### config.mk
export PLATFORM = sky130hd
export DESIGN_NAME = pcs_core
export DESIGN_NICKNAME = d
export VERILOG_FILES = /design/src/logic/pcs_pkg.sv /design/src/logic/pcs_core.sv
export SDC_FILE = /design/constraint.sdc
export NUM_CORES = 1
export LEC_CHECK = 0
export ABC_AREA = 1
export BUFFER_PORTS_ARGS = -buffer_cell sky130_fd_sc_hd__buf_2
export CELL_PAD_IN_SITES_DETAIL_PLACEMENT = 1
export CELL_PAD_IN_SITES_GLOBAL_PLACEMENT = 1
export CORE_MARGIN = 1.5
export CORE_UTILIZATION = 49
export DETAILED_ROUTE_END_ITERATION = 10
export PLACE_DENSITY = 0.95
export SYNTH_ARGS = -nofsm -noshare
export SYNTH_HDL_FRONTEND = slang
export SYNTH_SLANG_ARGS = --single-unit
### constraint.sdc
create_clock -name clk_sys_i -period 15.1 [get_ports clk_sys_i]
set_input_delay 0.755 -clock clk_sys_i [delete_from_list [all_inputs] [get_ports clk_sys_i]]
set_output_delay 0.755 -clock clk_sys_i [all_outputs]
set_load 0.03 [all_outputs]
### src/logic/pcs_pkg.sv
// Constants for PC sequencing, return stack and indirect pointer decode.
// Assumes a single 100 MHz clock domain and an APB register port.
package pcs_pkg;
   localparam int          PC_W          = 15;
   localparam int          STK_DEPTH     = 16;
   localparam int          SP_W          = 5;
   // Register byte addresses (index times four)
   localparam logic [11:0] TOS_LOW_IDX   = 12'hFEE;
   localparam logic [11:0] TOS_HIGH_IDX  = 12'hFEF;
   localparam logic [13:0] ADDR_TOS_LOW  = 14'h3FB8;
   localparam logic [13:0] ADDR_TOS_HIGH = 14'h3FBC;
   localparam logic [13:0] ADDR_STK_PTR  = 14'h0000;
   localparam logic [13:0] ADDR_PC_LOW   = 14'h0004;
   localparam logic [13:0] ADDR_PC_LATCH = 14'h0008;
   localparam logic [13:0] ADDR_LATCH_S  = 14'h000C;
   localparam logic [13:0] ADDR_P0L_S    = 14'h0010;
   localparam logic [13:0] ADDR_P0H_S    = 14'h0014;
   localparam logic [13:0] ADDR_P1L_S    = 14'h0018;
   localparam logic [13:0] ADDR_P1H_S    = 14'h001C;
   localparam logic [13:0] ADDR_STATUS   = 14'h0020;
   localparam logic [13:0] ADDR_CFG      = 14'h0024;
   // Reset values
   localparam logic [4:0]  SP_RESET      = 5'h1F;
   localparam logic [14:0] PC_RESET      = 15'h0000;
   localparam logic        CFG_RESET     = 1'b0;
   // Status field positions
   localparam int          ST_OVF_BIT    = 0;
   localparam int          ST_UNF_BIT    = 1;
   // Indirect decode region bounds
   localparam logic [15:0] TRAD_TOP      = 16'h0FFF;
   localparam logic [15:0] LIN_BASE      = 16'h2000;
   localparam logic [15:0] LIN_TOP       = 16'h29AF;
   localparam logic [6:0]  RAM_BLK       = 7'h50;
   localparam logic [6:0]  RAM_OFS       = 7'h20;
   localparam logic [6:0]  IND0_ADR      = 7'h00;
   localparam logic [6:0]  IND1_ADR      = 7'h01;
   // Extra cycle for program memory indirect access
   localparam int          PM_EXTRA_CYC  = 1;

   typedef enum logic [2:0] {
      PCS_OP_NONE = 3'h0, PCS_OP_PCLOW = 3'h1, PCS_OP_CALL = 3'h2,
      PCS_OP_CCALL = 3'h3, PCS_OP_AJMP = 3'h4, PCS_OP_SJMP = 3'h5,
      PCS_OP_RET  = 3'h6, PCS_OP_IRQ  = 3'h7
   } pcs_op_e;

   typedef enum logic [1:0] {
      PCS_REG_TRAD = 2'h0, PCS_REG_LIN = 2'h1, PCS_REG_PM = 2'h3, PCS_REG_NONE = 2'h2
   } pcs_region_e;
endpackage : pcs_pkg

### src/logic/pcs_core.sv
// PC sequencing, 16-level return stack and indirect pointer decoding.
// Assumes the decode logic gives one-cycle op strobes on clk_sys_i and
// owns the data memories; this block only forms addresses.
//
// Decided for this implementation: register access over APB.
`timescale 1ns/1ns
// What this block does
// - PC is 15 bits, high from latch
// - Every reset clears the whole PC
// - Writing PC low byte loads latch high
// - Call loads operand, high bits 6:3 latch
// - Computed call: low from accumulator, high latch
// - Accumulator branch: PC+1 plus unsigned accumulator
// - Operand branch: PC+1 plus signed operand
// - Sixteen entry, 15-bit separate return stack
// - Push on calls/interrupt, pop on returns
// - Without fault reset, stack wraps circularly
// - Overflow and underflow always set flags
// - Five-bit pointer selects top-of-stack window
// - Push increments then writes; pop reads then decrements
// - Fault reset option resets on overflow/underflow
// - Indirect to indirect port reads zero, no write
// - Pointer is 16 bits from two bytes
// - Up to 0xFFF maps to absolute data
// - Linear region maps banked 80-byte blocks
// - Unimplemented linear memory reads zero
// - Top bit set addresses program memory low byte
// - Program memory access adds cycle, no write
// - Fault reset option is a config bit
module pcs_core
   import pcs_pkg::*;
#(
   parameter int LIN_BANKS = 32
)(
   // Clock and reset
   input  wire logic        clk_sys_i,
   input  wire logic        resetn_i,
   // APB slave
   input  wire logic        psel_i,
   input  wire logic        penable_i,
   input  wire logic        pwrite_i,
   input  wire logic [13:0] paddr_i,
   input  wire logic [31:0] pwdata_i,
   output logic [31:0]      prdata_o,
   output logic             pready_o,
   output logic             pslverr_o,
   // Sequencing from decode
   input  wire logic [2:0]  op_i,
   input  wire logic [10:0] operand_i,
   input  wire logic [7:0]  accum_i,
   input  wire logic        pc_inc_i,
   input  wire logic [7:0]  pc_low_wdata_i,
   input  wire logic [15:0] ptr0_i,
   input  wire logic [15:0] ptr1_i,
   // Indirect decode request
   input  wire logic        ind_sel_i,
   input  wire logic        ind_wr_i,
   // Outputs
   output logic [14:0]      pc_o,
   output logic [14:0]      ret_addr_o,
   output logic             fault_reset_o,
   output logic [1:0]       ind_region_o,
   output logic [15:0]      ind_addr_o,
   output logic             ind_zero_o,
   output logic             ind_wr_en_o,
   output logic             ind_stall_o
);
   initial begin
      if (LIN_BANKS < 1 || LIN_BANKS > 32) $error("LIN_BANKS out of range");
   end

   logic [14:0] pc_reg;
   logic [7:0]  pc_latch_reg, latch_s_reg, p0l_s_reg, p0h_s_reg, p1l_s_reg, p1h_s_reg;
   logic [4:0]  sp_reg;
   logic [14:0] stk_mem [STK_DEPTH];
   logic        ovf_reg, unf_reg, cfg_reg;
   logic        push, pop, ovf_ev, unf_ev;
   logic [4:0]  sp_next;
   logic [14:0] pc_inc, pc_next;
   logic        apb_wr, apb_rd;

   assign apb_wr = psel_i && penable_i && pwrite_i;
   assign apb_rd = psel_i && !penable_i && !pwrite_i;
   assign push   = (op_i == PCS_OP_CALL) || (op_i == PCS_OP_CCALL)
                || (op_i == PCS_OP_IRQ);
   assign pop    = (op_i == PCS_OP_RET);
   assign pc_inc = pc_reg + 15'h0001;

   // Push overflows from entry 15; pop underflows from the empty mark
   assign ovf_ev = push && (sp_reg == 5'h0F);
   assign unf_ev = pop && (sp_reg == SP_RESET);

   always_comb begin
      pc_next = pc_reg;
      case (op_i)
         PCS_OP_PCLOW: pc_next = {pc_latch_reg[6:0], pc_low_wdata_i};
         PCS_OP_CALL:  pc_next = {pc_latch_reg[6:3], operand_i};
         PCS_OP_CCALL: pc_next = {pc_latch_reg[6:0], accum_i};
         PCS_OP_AJMP:  pc_next = pc_inc + {7'h00, accum_i};
         PCS_OP_SJMP:  pc_next = pc_inc + {{6{operand_i[8]}}, operand_i[8:0]};
         PCS_OP_RET:   pc_next = stk_mem[sp_reg[3:0]];
         PCS_OP_IRQ:   pc_next = 15'h0004;
         default:      pc_next = pc_inc_i ? pc_inc : pc_reg;
      endcase
   end

   // Program counter, cleared by every reset including stack faults
   always_ff @(posedge clk_sys_i) begin
      if (!resetn_i || fault_reset_o) begin
         pc_reg <= PC_RESET;
      end else if (apb_wr && paddr_i == ADDR_PC_LOW) begin
         pc_reg <= {pc_latch_reg[6:0], pwdata_i[7:0]};
      end else begin
         pc_reg <= pc_next;
      end
   end

   // Pointer wraps in 4 bits when the fault option is off
   always_comb begin
      sp_next = sp_reg;
      if (push) begin
         sp_next = (sp_reg == SP_RESET) ? 5'h00 : {1'b0, sp_reg[3:0] + 4'h1};
      end else if (pop) begin
         sp_next = (sp_reg == 5'h00) ? SP_RESET : {1'b0, sp_reg[3:0] - 4'h1};
      end
   end

   always_ff @(posedge clk_sys_i) begin
      if (!resetn_i || fault_reset_o) begin
         sp_reg <= SP_RESET;
      end else if (apb_wr && paddr_i == ADDR_STK_PTR) begin
         sp_reg <= pwdata_i[4:0];
      end else begin
         sp_reg <= sp_next;
      end
   end

   // Stack storage; no reset since contents are undefined at power-up
   always_ff @(posedge clk_sys_i) begin
      if (push) begin
         stk_mem[sp_next[3:0]] <= pc_reg;
      end else if (apb_wr && paddr_i == ADDR_TOS_LOW) begin
         stk_mem[sp_reg[3:0]][7:0] <= pwdata_i[7:0];
      end else if (apb_wr && paddr_i == ADDR_TOS_HIGH) begin
         stk_mem[sp_reg[3:0]][14:8] <= pwdata_i[6:0];
      end
   end

   // Flags: event wins over a software clear in the same cycle
   always_ff @(posedge clk_sys_i) begin
      if (!resetn_i) begin
         ovf_reg <= 1'b0;
         unf_reg <= 1'b0;
      end else begin
         if (ovf_ev) begin
            ovf_reg <= 1'b1;
         end else if (apb_wr && paddr_i == ADDR_STATUS && !pwdata_i[ST_OVF_BIT]) begin
            ovf_reg <= 1'b0;
         end
         if (unf_ev) begin
            unf_reg <= 1'b1;
         end else if (apb_wr && paddr_i == ADDR_STATUS && !pwdata_i[ST_UNF_BIT]) begin
            unf_reg <= 1'b0;
         end
      end
   end

   always_ff @(posedge clk_sys_i) begin
      if (!resetn_i) begin
         fault_reset_o <= 1'b0;
      end else begin
         fault_reset_o <= cfg_reg && (ovf_ev || unf_ev);
      end
   end

   // Config bit and latch; push/pop never touch the latch
   always_ff @(posedge clk_sys_i) begin
      if (!resetn_i) begin
         cfg_reg      <= CFG_RESET;
         pc_latch_reg <= 8'h00;
      end else if (apb_wr) begin
         if (paddr_i == ADDR_CFG) cfg_reg <= pwdata_i[0];
         if (paddr_i == ADDR_PC_LATCH) pc_latch_reg <= {1'b0, pwdata_i[6:0]};
      end
   end

   // Shadows captured at interrupt entry, also software-writable
   always_ff @(posedge clk_sys_i) begin
      if (!resetn_i) begin
         latch_s_reg  <= 8'h00;
         p0l_s_reg    <= 8'h00;
         p0h_s_reg    <= 8'h00;
         p1l_s_reg    <= 8'h00;
         p1h_s_reg    <= 8'h00;
      end else if (op_i == PCS_OP_IRQ) begin
         latch_s_reg  <= pc_latch_reg;
         p0l_s_reg    <= ptr0_i[7:0];
         p0h_s_reg    <= ptr0_i[15:8];
         p1l_s_reg    <= ptr1_i[7:0];
         p1h_s_reg    <= ptr1_i[15:8];
      end else if (apb_wr) begin
         case (paddr_i)
            ADDR_LATCH_S:  latch_s_reg  <= pwdata_i[7:0];
            ADDR_P0L_S:    p0l_s_reg    <= pwdata_i[7:0];
            ADDR_P0H_S:    p0h_s_reg    <= pwdata_i[7:0];
            ADDR_P1L_S:    p1l_s_reg    <= pwdata_i[7:0];
            ADDR_P1H_S:    p1h_s_reg    <= pwdata_i[7:0];
            default:       ;
         endcase
      end
   end

   // APB: zero wait states, read data registered in setup cycle
   always_ff @(posedge clk_sys_i) begin
      if (!resetn_i) begin
         prdata_o  <= 32'h0000_0000;
         pready_o  <= 1'b0;
         pslverr_o <= 1'b0;
      end else begin
         pready_o  <= psel_i && !penable_i;
         pslverr_o <= 1'b0;
         if (apb_rd) begin
            case (paddr_i)
               ADDR_STK_PTR:  prdata_o <= {27'h0, sp_reg};
               ADDR_TOS_LOW:  prdata_o <= {24'h0, stk_mem[sp_reg[3:0]][7:0]};
               ADDR_TOS_HIGH: prdata_o <= {25'h0, stk_mem[sp_reg[3:0]][14:8]};
               ADDR_PC_LOW:   prdata_o <= {24'h0, pc_reg[7:0]};
               ADDR_PC_LATCH: prdata_o <= {24'h0, pc_latch_reg};
               ADDR_LATCH_S:  prdata_o <= {24'h0, latch_s_reg};
               ADDR_P0L_S:    prdata_o <= {24'h0, p0l_s_reg};
               ADDR_P0H_S:    prdata_o <= {24'h0, p0h_s_reg};
               ADDR_P1L_S:    prdata_o <= {24'h0, p1l_s_reg};
               ADDR_P1H_S:    prdata_o <= {24'h0, p1h_s_reg};
               ADDR_STATUS:   prdata_o <= {30'h0, unf_reg, ovf_reg};
               ADDR_CFG:      prdata_o <= {31'h0, cfg_reg};
               default: begin
                  prdata_o  <= 32'h0000_0000;
                  pslverr_o <= 1'b1;
               end
            endcase
         end
      end
   end

   always_ff @(posedge clk_sys_i) begin
      if (!resetn_i) begin
         ret_addr_o <= 15'h0000;
      end else begin
         ret_addr_o <= stk_mem[sp_reg[3:0]];
      end
   end

   // Mirrors pc_reg so fault resets and software loads show at once
   always_ff @(posedge clk_sys_i) begin
      if (!resetn_i || fault_reset_o) begin
         pc_o <= PC_RESET;
      end else if (apb_wr && paddr_i == ADDR_PC_LOW) begin
         pc_o <= {pc_latch_reg[6:0], pwdata_i[7:0]};
      end else begin
         pc_o <= pc_next;
      end
   end

   // Indirect decode: ptr0 when ind_sel_i low, ptr1 when high
   logic [15:0] ptr;
   logic [15:0] lin_ofs;
   logic [4:0]  lin_bank;
   logic [6:0]  lin_low;
   logic [1:0]  reg_n;
   logic [15:0] adr_n;
   logic        zero_n, wr_n;
   logic        pm_wait_reg;

   assign ptr      = ind_sel_i ? ptr1_i : ptr0_i;
   assign lin_ofs  = ptr - LIN_BASE;
   assign lin_bank = 5'(lin_ofs / 16'd80);
   assign lin_low  = 7'(lin_ofs % 16'd80);

   always_comb begin
      reg_n  = PCS_REG_NONE;
      adr_n  = 16'h0000;
      zero_n = 1'b1;
      wr_n   = 1'b0;
      if (ptr[15]) begin
         reg_n = PCS_REG_PM;
         adr_n = {1'b0, ptr[14:0]};
         zero_n = 1'b0;
      end else if (ptr <= TRAD_TOP) begin
         reg_n  = PCS_REG_TRAD;
         adr_n  = ptr;
         zero_n = (ptr[6:0] == IND0_ADR) || (ptr[6:0] == IND1_ADR);
         wr_n   = ind_wr_i && !zero_n;
      end else if (ptr >= LIN_BASE && ptr <= LIN_TOP
                   && {11'h0, lin_bank} < 16'(LIN_BANKS)) begin
         reg_n  = PCS_REG_LIN;
         adr_n  = {4'h0, lin_bank, lin_low + RAM_OFS};
         zero_n = 1'b0;
         wr_n   = ind_wr_i;
      end
      // Other addresses read zero, writes dropped
   end

   always_ff @(posedge clk_sys_i) begin
      if (!resetn_i) begin
         ind_region_o <= PCS_REG_NONE;
         ind_addr_o   <= 16'h0000;
         ind_zero_o   <= 1'b0;
         ind_wr_en_o  <= 1'b0;
         ind_stall_o  <= 1'b0;
         pm_wait_reg  <= 1'b0;
      end else begin
         ind_region_o <= reg_n;
         ind_addr_o   <= adr_n;
         ind_zero_o   <= zero_n;
         ind_wr_en_o  <= wr_n;
         pm_wait_reg  <= ptr[15] && !pm_wait_reg;
         ind_stall_o  <= ptr[15] && !pm_wait_reg;
      end
   end

   stk_ovf_a: assert property (@(posedge clk_sys_i) disable iff (!resetn_i)
      ovf_ev |=> ovf_reg && (fault_reset_o == $past(cfg_reg)))
      else $error("overflow not flagged");
   pc_reset_a: assert property (@(posedge clk_sys_i)
      !resetn_i |=> pc_reg == 15'h0000)
      else $error("pc not cleared");
   call_load_a: assert property (@(posedge clk_sys_i) disable iff (!resetn_i)
      (op_i == PCS_OP_CALL) && !fault_reset_o && !apb_wr
      |=> pc_reg == {$past(pc_latch_reg[6:3]), $past(operand_i)})
      else $error("call target wrong");
   push_inc_a: assert property (@(posedge clk_sys_i) disable iff (!resetn_i)
      push && sp_reg < 5'h0F && !apb_wr && !fault_reset_o
      |=> sp_reg == $past(sp_reg) + 5'h01)
      else $error("push pointer wrong");
   push_ret_a: assert property (@(posedge clk_sys_i) disable iff (!resetn_i)
      push && !fault_reset_o |=> stk_mem[sp_reg[3:0]] == $past(pc_reg))
      else $error("pushed value wrong");
   ajmp_load_a: assert property (@(posedge clk_sys_i) disable iff (!resetn_i)
      (op_i == PCS_OP_AJMP) && !apb_wr && !fault_reset_o
      |=> pc_reg == $past(pc_reg) + 15'h0001 + {7'h00, $past(accum_i)})
      else $error("accumulator branch target wrong");
   latch_keep_a: assert property (@(posedge clk_sys_i) disable iff (!resetn_i)
      (push || pop) && !apb_wr |=> $stable(pc_latch_reg))
      else $error("latch changed by stack");
   ind_self_a: assert property (@(posedge clk_sys_i) disable iff (!resetn_i)
      !ptr[15] && ptr <= TRAD_TOP && ptr[6:1] == 6'h00 |=> ind_zero_o && !ind_wr_en_o)
      else $error("indirect self access");
   pm_wr_a: assert property (@(posedge clk_sys_i) disable iff (!resetn_i)
      ptr[15] |=> !ind_wr_en_o && ind_region_o == PCS_REG_PM)
      else $error("program memory write");
endmodule : pcs_core

Word-level counts from Yosys, hierarchy flattened:

Memories as Yosys holds them, arrays and structs flattened. A register that Yosys moved wholly into a read port is not among the register bits.
Index checks and enable logic that the tools add are counted.

* input bits: 116
* logic and storage cells: 166
* memories kept: 1
* register bits: 141
* output and inout port bits: 86
* RAM bits: 240

* div/mod/pow operators: 2
* equal/unequal tests: 21
* bitwise operators: 1
* order comparisons: 3
* multiplexer cells: 53
* reduce and logical (&&, ||, !) cells: 54
* $add $sub $neg: 7

Memory list
* stk_mem: words 16, width 15, read ports 1, clocked after memory_dff 1, write ports 1, RTL line pcs_core.sv:75 `logic [14:0] stk_mem [STK_DEPTH];`

Operator list (count)
* 8-bit two-way mux: 15
* 15-bit case mux with 7 select lines: 1
* 8-bit case mux with 12 select lines: 1
* 15-bit two-way mux: 5
* 14-bit by 5-bit equality test with 1-bit output (second input constant): 4
* 14-bit equality test (second input constant): 2
* 14-bit by 4-bit equality test with 1-bit output (second input constant): 2
* 14-bit by 6-bit equality test with 1-bit output (second input constant): 2
* 5-bit two-way mux: 4
* 1-bit two-way mux: 19
* 1-bit logical AND: 17
* 16-bit by 7-bit divider with 16-bit output (second input constant): 1
* 16-bit by 14-bit >= comparator with 1-bit output (second input constant): 1
* 16-bit by 12-bit <= comparator with 1-bit output (second input constant): 1
* 16-bit by 14-bit <= comparator with 1-bit output (second input constant): 1
* 16-bit by 7-bit remainder unit with 16-bit output (second input constant): 1
* 16-bit two-way mux: 1
* 2-bit AND reduction: 8
* 2-bit nonzero test: 8
* 16-bit by 14-bit subtractor with 16-bit output (second input constant): 1
* 15-bit by 1-bit adder with 15-bit output (second input constant): 1
* 15-bit adder: 1
* 15-bit by 8-bit adder with 15-bit output: 1
* 15-bit OR reduction: 1
* other kinds (24): 42

Logic depth before layout (Yosys ltp):

Gate-level depths: netlist of the first run.

* word-level depth: 9
* gate-level depth with buffers: 63
* gate-level depth less buffers: 63

Worst setup path before layout of the first run:

No wires, ideal clock.

* kind: in2reg
* start: input port ind_sel_i
* end: register ind_addr_o[6]
* stages on the path: 52
* library setup time: 112 ps
* buffers on the path: 1
* data required time: 14988 ps
* slack: 9415 ps
* arrival time: 5572 ps
* cells stage by stage: buf_6 nand2_1 nand2_2 inv_1 ha_1 inv_1 or2_2 nand2_1 nand2_2 nand2_2 nand3_2 nand2_2 nand2_2 nand2_2 nand3_2 nand2_4 nand2_4 nand2_2 [... 16 more ...] clkinv_4 nand2_4 nand2_1 nand3b_1 nand2_2 inv_1 nor2_1 nand2_1 nand2_2 nand3_2 nand2_2 nand3_4 nor2_4 nand2_1 nand2_1 nand2_1 nand2_1 nand2_1

* longest elaborated chain between the ends: 7
* elaborated cells on any way between the ends: 11
* those cells by class: add/sub: 2; div: 1; order compare: 3; mux: 4; reduce/logical: 1

RTL lines
* from (decl): RTL line pcs_core.sv:56 `input wire logic ind_sel_i,`
* 16-bit two-way mux *: RTL line pcs_core.sv:274 `assign ptr = ind_sel_i ? ptr1_i : ptr0_i;`
* 16-bit by 14-bit subtractor with 16-bit output: RTL line pcs_core.sv:275 `assign lin_ofs = ptr - LIN_BASE;`
* 16-bit by 7-bit remainder unit with 16-bit output: RTL line pcs_core.sv:277 `assign lin_low = 7'(lin_ofs % 16'd80);`
* 7-bit by 6-bit adder with 7-bit output: RTL line pcs_core.sv:296 `adr_n = {4'h0, lin_bank, lin_low + RAM_OFS};`
* 12-bit two-way mux: RTL line pcs_core.sv:293 `end else if (ptr >= LIN_BASE && ptr <= LIN_TOP`
* 15-bit two-way mux: RTL line pcs_core.sv:288 `end else if (ptr <= TRAD_TOP) begin`
* 15-bit two-way mux *: RTL line pcs_core.sv:284 `if (ptr[15]) begin`
* to (signal assigned): RTL line pcs_core.sv:313 `ind_addr_o <= adr_n;`
* to (decl): RTL line pcs_core.sv:63 `output logic [15:0] ind_addr_o,`

Mark *: on every way between the ends. The rest lies on a longest branch, timed or not.
A chain may end at the register's enable or synchronous reset.

Worst setup path in the final report of the first run:

Ends and elaborated chain as after synthesis.

==> results of run 1 <==
[metal layers]
metal	track usage [%]	vias up
met5	0	-
met4	20.0	10
met3	7.02	313
met2	57.3	980
met1	39.4	8417
li1	-	7609
[kinds of logic (layout without fill, tap and decap cells)]
family / after synthesis / after routing / share of synthesized area (%)
AO/OA/AOI/OAI: 523 / 523 / 17.3
buffers and inverters: 340 / 475 / 7.57
other: 1 / 26 / 0.0202
XOR/XNOR: 23 / 23 / 1.13
AND/OR/NAND/NOR: 866 / 866 / 21.2
flip-flops: 356 / 356 / 51.4
adder cells (fa/ha/maj): 21 / 21 / 1.46
[area by class of cell]
type / instances / area, um2 / share of cell area, %
multi-input combinational: 1458 / 7710 / 36.8
inverter: 231 / 878 / 4.20
sequential: 356 / 9530 / 45.6
clock inverter: 19 / 198 / 0.945
antenna: 1 / 2.50 / 0.0120
clock buffer: 50 / 1030 / 4.91
tap: 511 / 639 / 3.06
timing repair buffer: 175 / 933 / 4.46
[synth_stat cells, types with 2 or more instances]
cell       count  area (um2)
clkinv_2       2        10.0
a31oi_1        7        43.8
o21ai_0      202        1010
xor2_1        18         158
inv_2         20        75.1
nand3_1       54         270
nor2_1       289        1080
xnor2_1        4        35.0
nand3_2       17         170
nand3_4        4        70.1
a221oi_1      18         158
o31ai_1        6        45.0
o21bai_1       3        22.5
a22o_1        16         140
nor2_4         3        33.8
nand2_2       43         269
nand4_2        2        25.0
dfxtp_1      116        2320
nand2_4       13         146
o211ai_1      23         173
or2_2          3        18.8
inv_1        205         769
o22ai_1       50         313
a21oi_1      114         571
a22oi_1       13        97.6
nor2_2         5        31.3
buf_4         26         195
clkinv_1       2        7.51
o221ai_1      22         193
edfxtp_1     240        7210
nor4_1         6        37.5
a211oi_1       3        22.5
o2111ai_1     17         149
nor3_1        36         180
a2111oi_0      2        17.5
clkbuf_1      80         300
a32oi_1       13         114
o21ai_1        5        25.0
o21ai_4        2        32.5
nand2_1      362        1360
nand4_1       25         156
ha_1          20         250
[critical path: cells and delay by family]
| kind | cells | cell delay [ns] |
|---|---|---|
| and+or+nand+nor | 43 | 4.66 |
| buffers and inverters | 8 | 1.00 |
| adders and majority gates | 1 | 0.36 |
| AOI/OAI and AO/OA | 1 | 0.30 |
[report_power, final]
group	total (mW)	leakage (nW)	internal, mW	switching, mW
sequential	1.12	3.13	1.09	0.0273
combinational	1.56	4.61	0.460	1.10
clock	0.939	0.589	0.537	0.403
total	3.62	8.33	2.09	1.53
[metrics by stage]
step,util (%),area (um2),setup WS [ns]
2_1_floorplan,-,18600,9.42
3_3_place_gp,52.5,19700,8.44
3_5_place_dp,52.5,19700,8.09
4_1_cts,55.8,20900,8.52
5_1_grt,55.8,20900,7.87
6_report,55.8,20900,8.46
[path summary, 6_finish.rpt]
kind / from / endpoint / slack (ns) / cells after the start
worst max-delay path: ind_sel_i / ind_addr_o[6] / 8.46 / 53
worst min-delay path: penable_i / pready_o / 0.40 / 2
worst max register to register: pc_o[0] / pc_o[13] / 10.40 / 30
worst min register to register: pm_wait_reg / pm_wait_reg / 0.42 / 1
==> results.md, run 1 <==
- Commonest non-fill, non-tap cell in the layout: nand2_1
- Wire length per cell: 23.6 um
- Final ANT Viol Nets: 0
- Post-CTS Setup Inserts: 0
- Wire length on met1: 24.2 mm
- Worst Setup End Kind: flip-flop
- Ys async rst share: 0%
- Placer Congestion: 0.962
- Antenna violations before repair: 6
- Power, Total: 3.62 mW
- Final wirelength: 66.1 mm
- DRT Pass-1 Iters: 5
- CP Class: in2reg
- Nets: between 2000 and 2500
- Clock-pin slew on the worst setup and hold paths: roughly 0.060 ns
- Largest net degree at the start of global routing: 79
- Post-synthesis sequential area ratio: 51.4%
- Met2 WL: 32.0 mm
- H-Tree Depth: 2
- Unrepaired setup endpoints after global routing: no
- Core ar.: roughly 37000 um2
- DP Cell Count: 2731
- HP Class: in2reg
- Number of gates resized after CTS: 0
- Final period utilization: between 40% and 50%
- DR WL met3: between 5 and 6 mm
- Minimum clock period: 6.64 ns
- Post-synth EDFFs: 240
- GRT Total Usage: ~34%
- Layout fillers: 4466
- Max Cap Violations: 0
- Startpoint types: input pin
- Worst slew pin tran: 1.24 ns
- # DRC: 0
- FP Rows: between 70 and 80
- Hold buffers post-CTS: 0
- Root buf cell: clkbuf_16
- Die Y: 197 um
- Starting Density: 49.4%
- HPWL after DPL: 46.0 mm
- Endpoints failing setup: 0
- Leak Pwr: 8.33 nW
- Number of global-route vias before repair: 18200
- Synth Cell Area: about 19000 um2
- Fin Clk Skew: 0.0241 ns
- Die ar.: 39000 um2
- Cell variety after synth: 61
- Final cell count without fillers: 2801
- Clk_lat worst skew: 0.56 ns
- Largest stage delay, worst path: 0.36 ns
- Syn_area_per_cell: approximately 8.7 um2
- Outcome: completed
- Commonest non-fill, non-tap cells in the layout: 362 x nand2_1, 287 x nor2_1, 240 x edfxtp_1
- TritonCTS clock tree: done
- Num CTS Buffers: 39
- FF+latch count, synth: between 300 and 400
- DR iter-0 viols: ~1600
- Final hold slack: approximately 0.4 ns
- Max Used Layer: met5
- VDD IR max: 0.000418 V
- Worst EP required: 15.59 ns
- Synth Flop Type: edfxtp_1
- Hold Fails Final Rpt: 0
- Vias: 17300
- Slowest-stage cell, CP: ha_1
- Port Buffer Count: roughly 150
- Layout cells sized above 1: 15.7%
- Syn Inst Count: 2130
- Clk sinks: 356
- Io pins: 202
- P&R area growth vs syn: 12.9%
- Width of the chip: 197 um
- Vias/cell: 6.19
- Crit path DAT: between 7 and 8 ns
- First-pass GRT wire length: 101 mm
- Sum Neg Setup Slack: 0 ns
- Most Frequent Cell on Critical Path: nand2_2
- Grt ovf: 0
- Power Density: 173 nW/um2
- Synth warnings: 0
- Highest Clock Rate: 0.151 GHz
- Flip-flop count of the largest register after layout: 240
- Maximum buffer depth of the clock tree: 3
- Worst rel slew slack: 16.9%
- Final Slew Violations: 0
- CP max FO: 21
(Power assumes the default switching activity.)
==> run 2, diff against run 1 <==
ABC_AREA = 0   (was 1)
CORE_UTILIZATION = 43   (was 49)
PLACE_DENSITY = 0.88   (was 0.95)
clock period = 6 ns   (was 15.1 ns; I/O delays follow)
==> results.md, run 2 <==
- FP Rows: 76
- HPWL after DPL: 48.9 mm
- Io pins: just over 200
- DRT Pass-1 Iters: 6
- Area leader, netlist: edfxtp_1
- First-pass GRT wire length: around 110 mm
- TritonCTS clock tree: done
- Commonest non-fill, non-tap cells in the layout: 240 x edfxtp_1, 182 x nand2_1, 177 x buf_4
- Vias/cell: 6.45
- Synth cell count leaders: 240 x edfxtp_1, 183 x nand2_1, 127 x nor2_1
- Final Cell Area: 23000 um2
- Final period utilization: 102%
- Worst slew pin tran: around 1.4 ns
- Synth area leaders: edfxtp_1 38%, dfxtp_1 12%, mux4_2 9.0%
- Number of global-route vias before repair: 17000
- HP Class: in2reg
- Sequential Area: 9530 um2
- DR iter-0 viols: between 1500 and 2000
- GRT Total Usage: between 30% and 40%
- Grt ovf: 0
- Final wirelength: 71.7 mm
- Flip-flop count of the largest register after layout: between 200 and 250
- VDD IR max: 0.000197 V
- Vias: 16400
- Port Buffer Count: 152
- Most frequent cell after synthesis: edfxtp_1
- Setup WS post-layout: -0.0983 ns
- Syn Inst Count: ~1700
- Power Density: approximately 350 nW/um2
- Clk sinks: roughly 360
- Syn_area_per_cell: 11.4 um2
- Worst rel slew slack: 3.44%
- Post-Synth Adder-Cell Area: 1.43%
- Worst EP required: 6.45 ns
- FF+latch count, synth: 356
- Final hold slack: ~0.040 ns
- Hold Fails Final Rpt: 0
- Post-synth EDFFs: 240
- Final ANT Viol Nets: 0
- Minimum clock period: 6.10 ns
- Layout fillers: 4557
- Die Y: between 200 and 250 um
- Nets: 2062
- Synth Flop Type: edfxtp_1
- Wire length per cell: roughly 28 um
- Final Slew Violations: 0
- Placer Congestion: between 0.9 and 1
- Die ar.: 45300 um2
- Synth Cell Area: 18900 um2
- Startpoint types: input pin
- Clk_lat worst skew: approximately 0.60 ns
- Complex-gate fraction of the synthesized area: 14.7%
- Max Cap Violations: 0
- Maximum buffer depth of the clock tree: 3
- Largest stage delay, worst path: approximately 0.52 ns
- XOR/XNOR Fraction of Synth Area: 2.22%
- Clock-pin slew on the worst setup and hold paths: around 0.06 ns
- CP Class: in2reg
- Core ar.: 43300 um2
- Unrepaired setup endpoints after global routing: yes
- Starting Density: 43.8%
- Main combinational cell family by area after synthesis: compound AO/OA/AOI/OAI gates
- Synth warnings: 0
- Cell variety after synth: 100
- Area after DPL: 21300 um2
- Sum Neg Setup Slack: -0.119 ns
- Multi-input logic area: 9150 um2
- Commonest non-fill, non-tap cell in the layout: edfxtp_1
- Ys async rst share: 0%
- Root buf cell: clkbuf_16
- Largest net degree at the start of global routing: between 80 and 90
- # DRC: 0
- Highest Clock Rate: approximately 0.16 GHz
- Crit path DAT: 6.55 ns
- Mux contribution to synthesized area: ~14%
- Antenna violations before repair: 4
- Fin Clk Skew: 0.0544 ns
- Outcome: complete, but fails checks
- Post-Synth Simple-Gate Area: 13.4%
- Endpoints failing setup: 2
- Leak Pwr: 9.11 nW
- Worst Setup End Kind: flip-flop
- P&R area growth vs syn: 21.6%
- Slowest-stage cell, CP: or4_4
- Share of the synthesized area in the top cell type: 38.0%
- Num CTS Buffers: 38
- Failing checks: setup timing
- CP max FO: 6
- Post-synthesis sequential area ratio: 50.3%
- Layout cells sized above 1: 29.7%
- H-Tree Depth: 2
- Width of the chip: between 200 and 250 um
## run 2: final timing paths
path	start	end	slack, ns	cells after the start
max	ind_sel_i	ind_addr_o[6]	-0.1	26
min	ptr1_i[0]	p1l_s_reg[0]	0.04	2
min reg2reg	pm_wait_reg	pm_wait_reg	0.42	1
max reg2reg	sp_reg[1]	stk_mem[0][5]	1.45	11
## run 2: stage by stage
step	utilization (%)	setup slack [ns]	cells	power [mW]
finish	53.2	-0.0983	2541	8.02
detailed placement	49.3	-0.746	2454	5.26
global route	53.2	-0.337	2541	8.27
global placement	49.3	-0.446	2454	5.14
CTS	52.3	0.0122	2524	7.76
floorplan	-	-0.537	1679	4.26
## run 2: layer usage
metal / wire [um] / track usage [%] / part of all wire, % / vias up
li1: - / - / - / 6894
met1: 27600 / 40.2 / 38 / 8267
met2: 34300 / 51.2 / 48 / 983
met3: 6450 / 6.91 / 9.0 / 232
met4: 3330 / 14.0 / 4.6 / 2
met5: 18 / 0 / 0.025 / -
## run 2: timing repair
action	CTS	global route
setup endpoints to repair	2	4
cloned	0	1
gates resized for setup	8	58
hold buffers	1	0
buffers inserted	0	14
pin swaps	0	25
endpoints found under the hold margin	1	0
## run 2: layout make-up
class	count	area share, %
Sequential cell	356	41.4
Multi-Input combinational cell	1164	39.7
Timing Repair Buffer	338	9.68
Clock buffer	48	4.39
Tap cell	585	3.18
Clock inverter	21	1.16
Inverter	27	0.451
Antenna cell	2	0.0217
## run 2: critical path: cells and delay by family
kind / cells / cell delay, ns
buffers and inverters: 4 / 0.56
XOR/XNOR: 1 / 0.07
adder cells (fa/ha/maj): 1 / 0.22
AND/OR/NAND/NOR: 7 / 1.73
multiplexers: 3 / 0.93
AO/OA/AOI/OAI: 10 / 2.72
## run 2: power breakdown
group	internal [mW]	switching (mW)
clock network	1.39	1.09
logic	1.15	1.55
registers	2.73	0.0927
## run 2: cells by family after synthesis
| group | count (synthesis) |
|---|---|
| compound gates | 365 |
| mux | 165 |
| buf+inv | 159 |
| flops | 356 |
| simple gates | 540 |
| other cells | 1 |
| fa+ha+maj | 21 |
| xor+xnor | 48 |
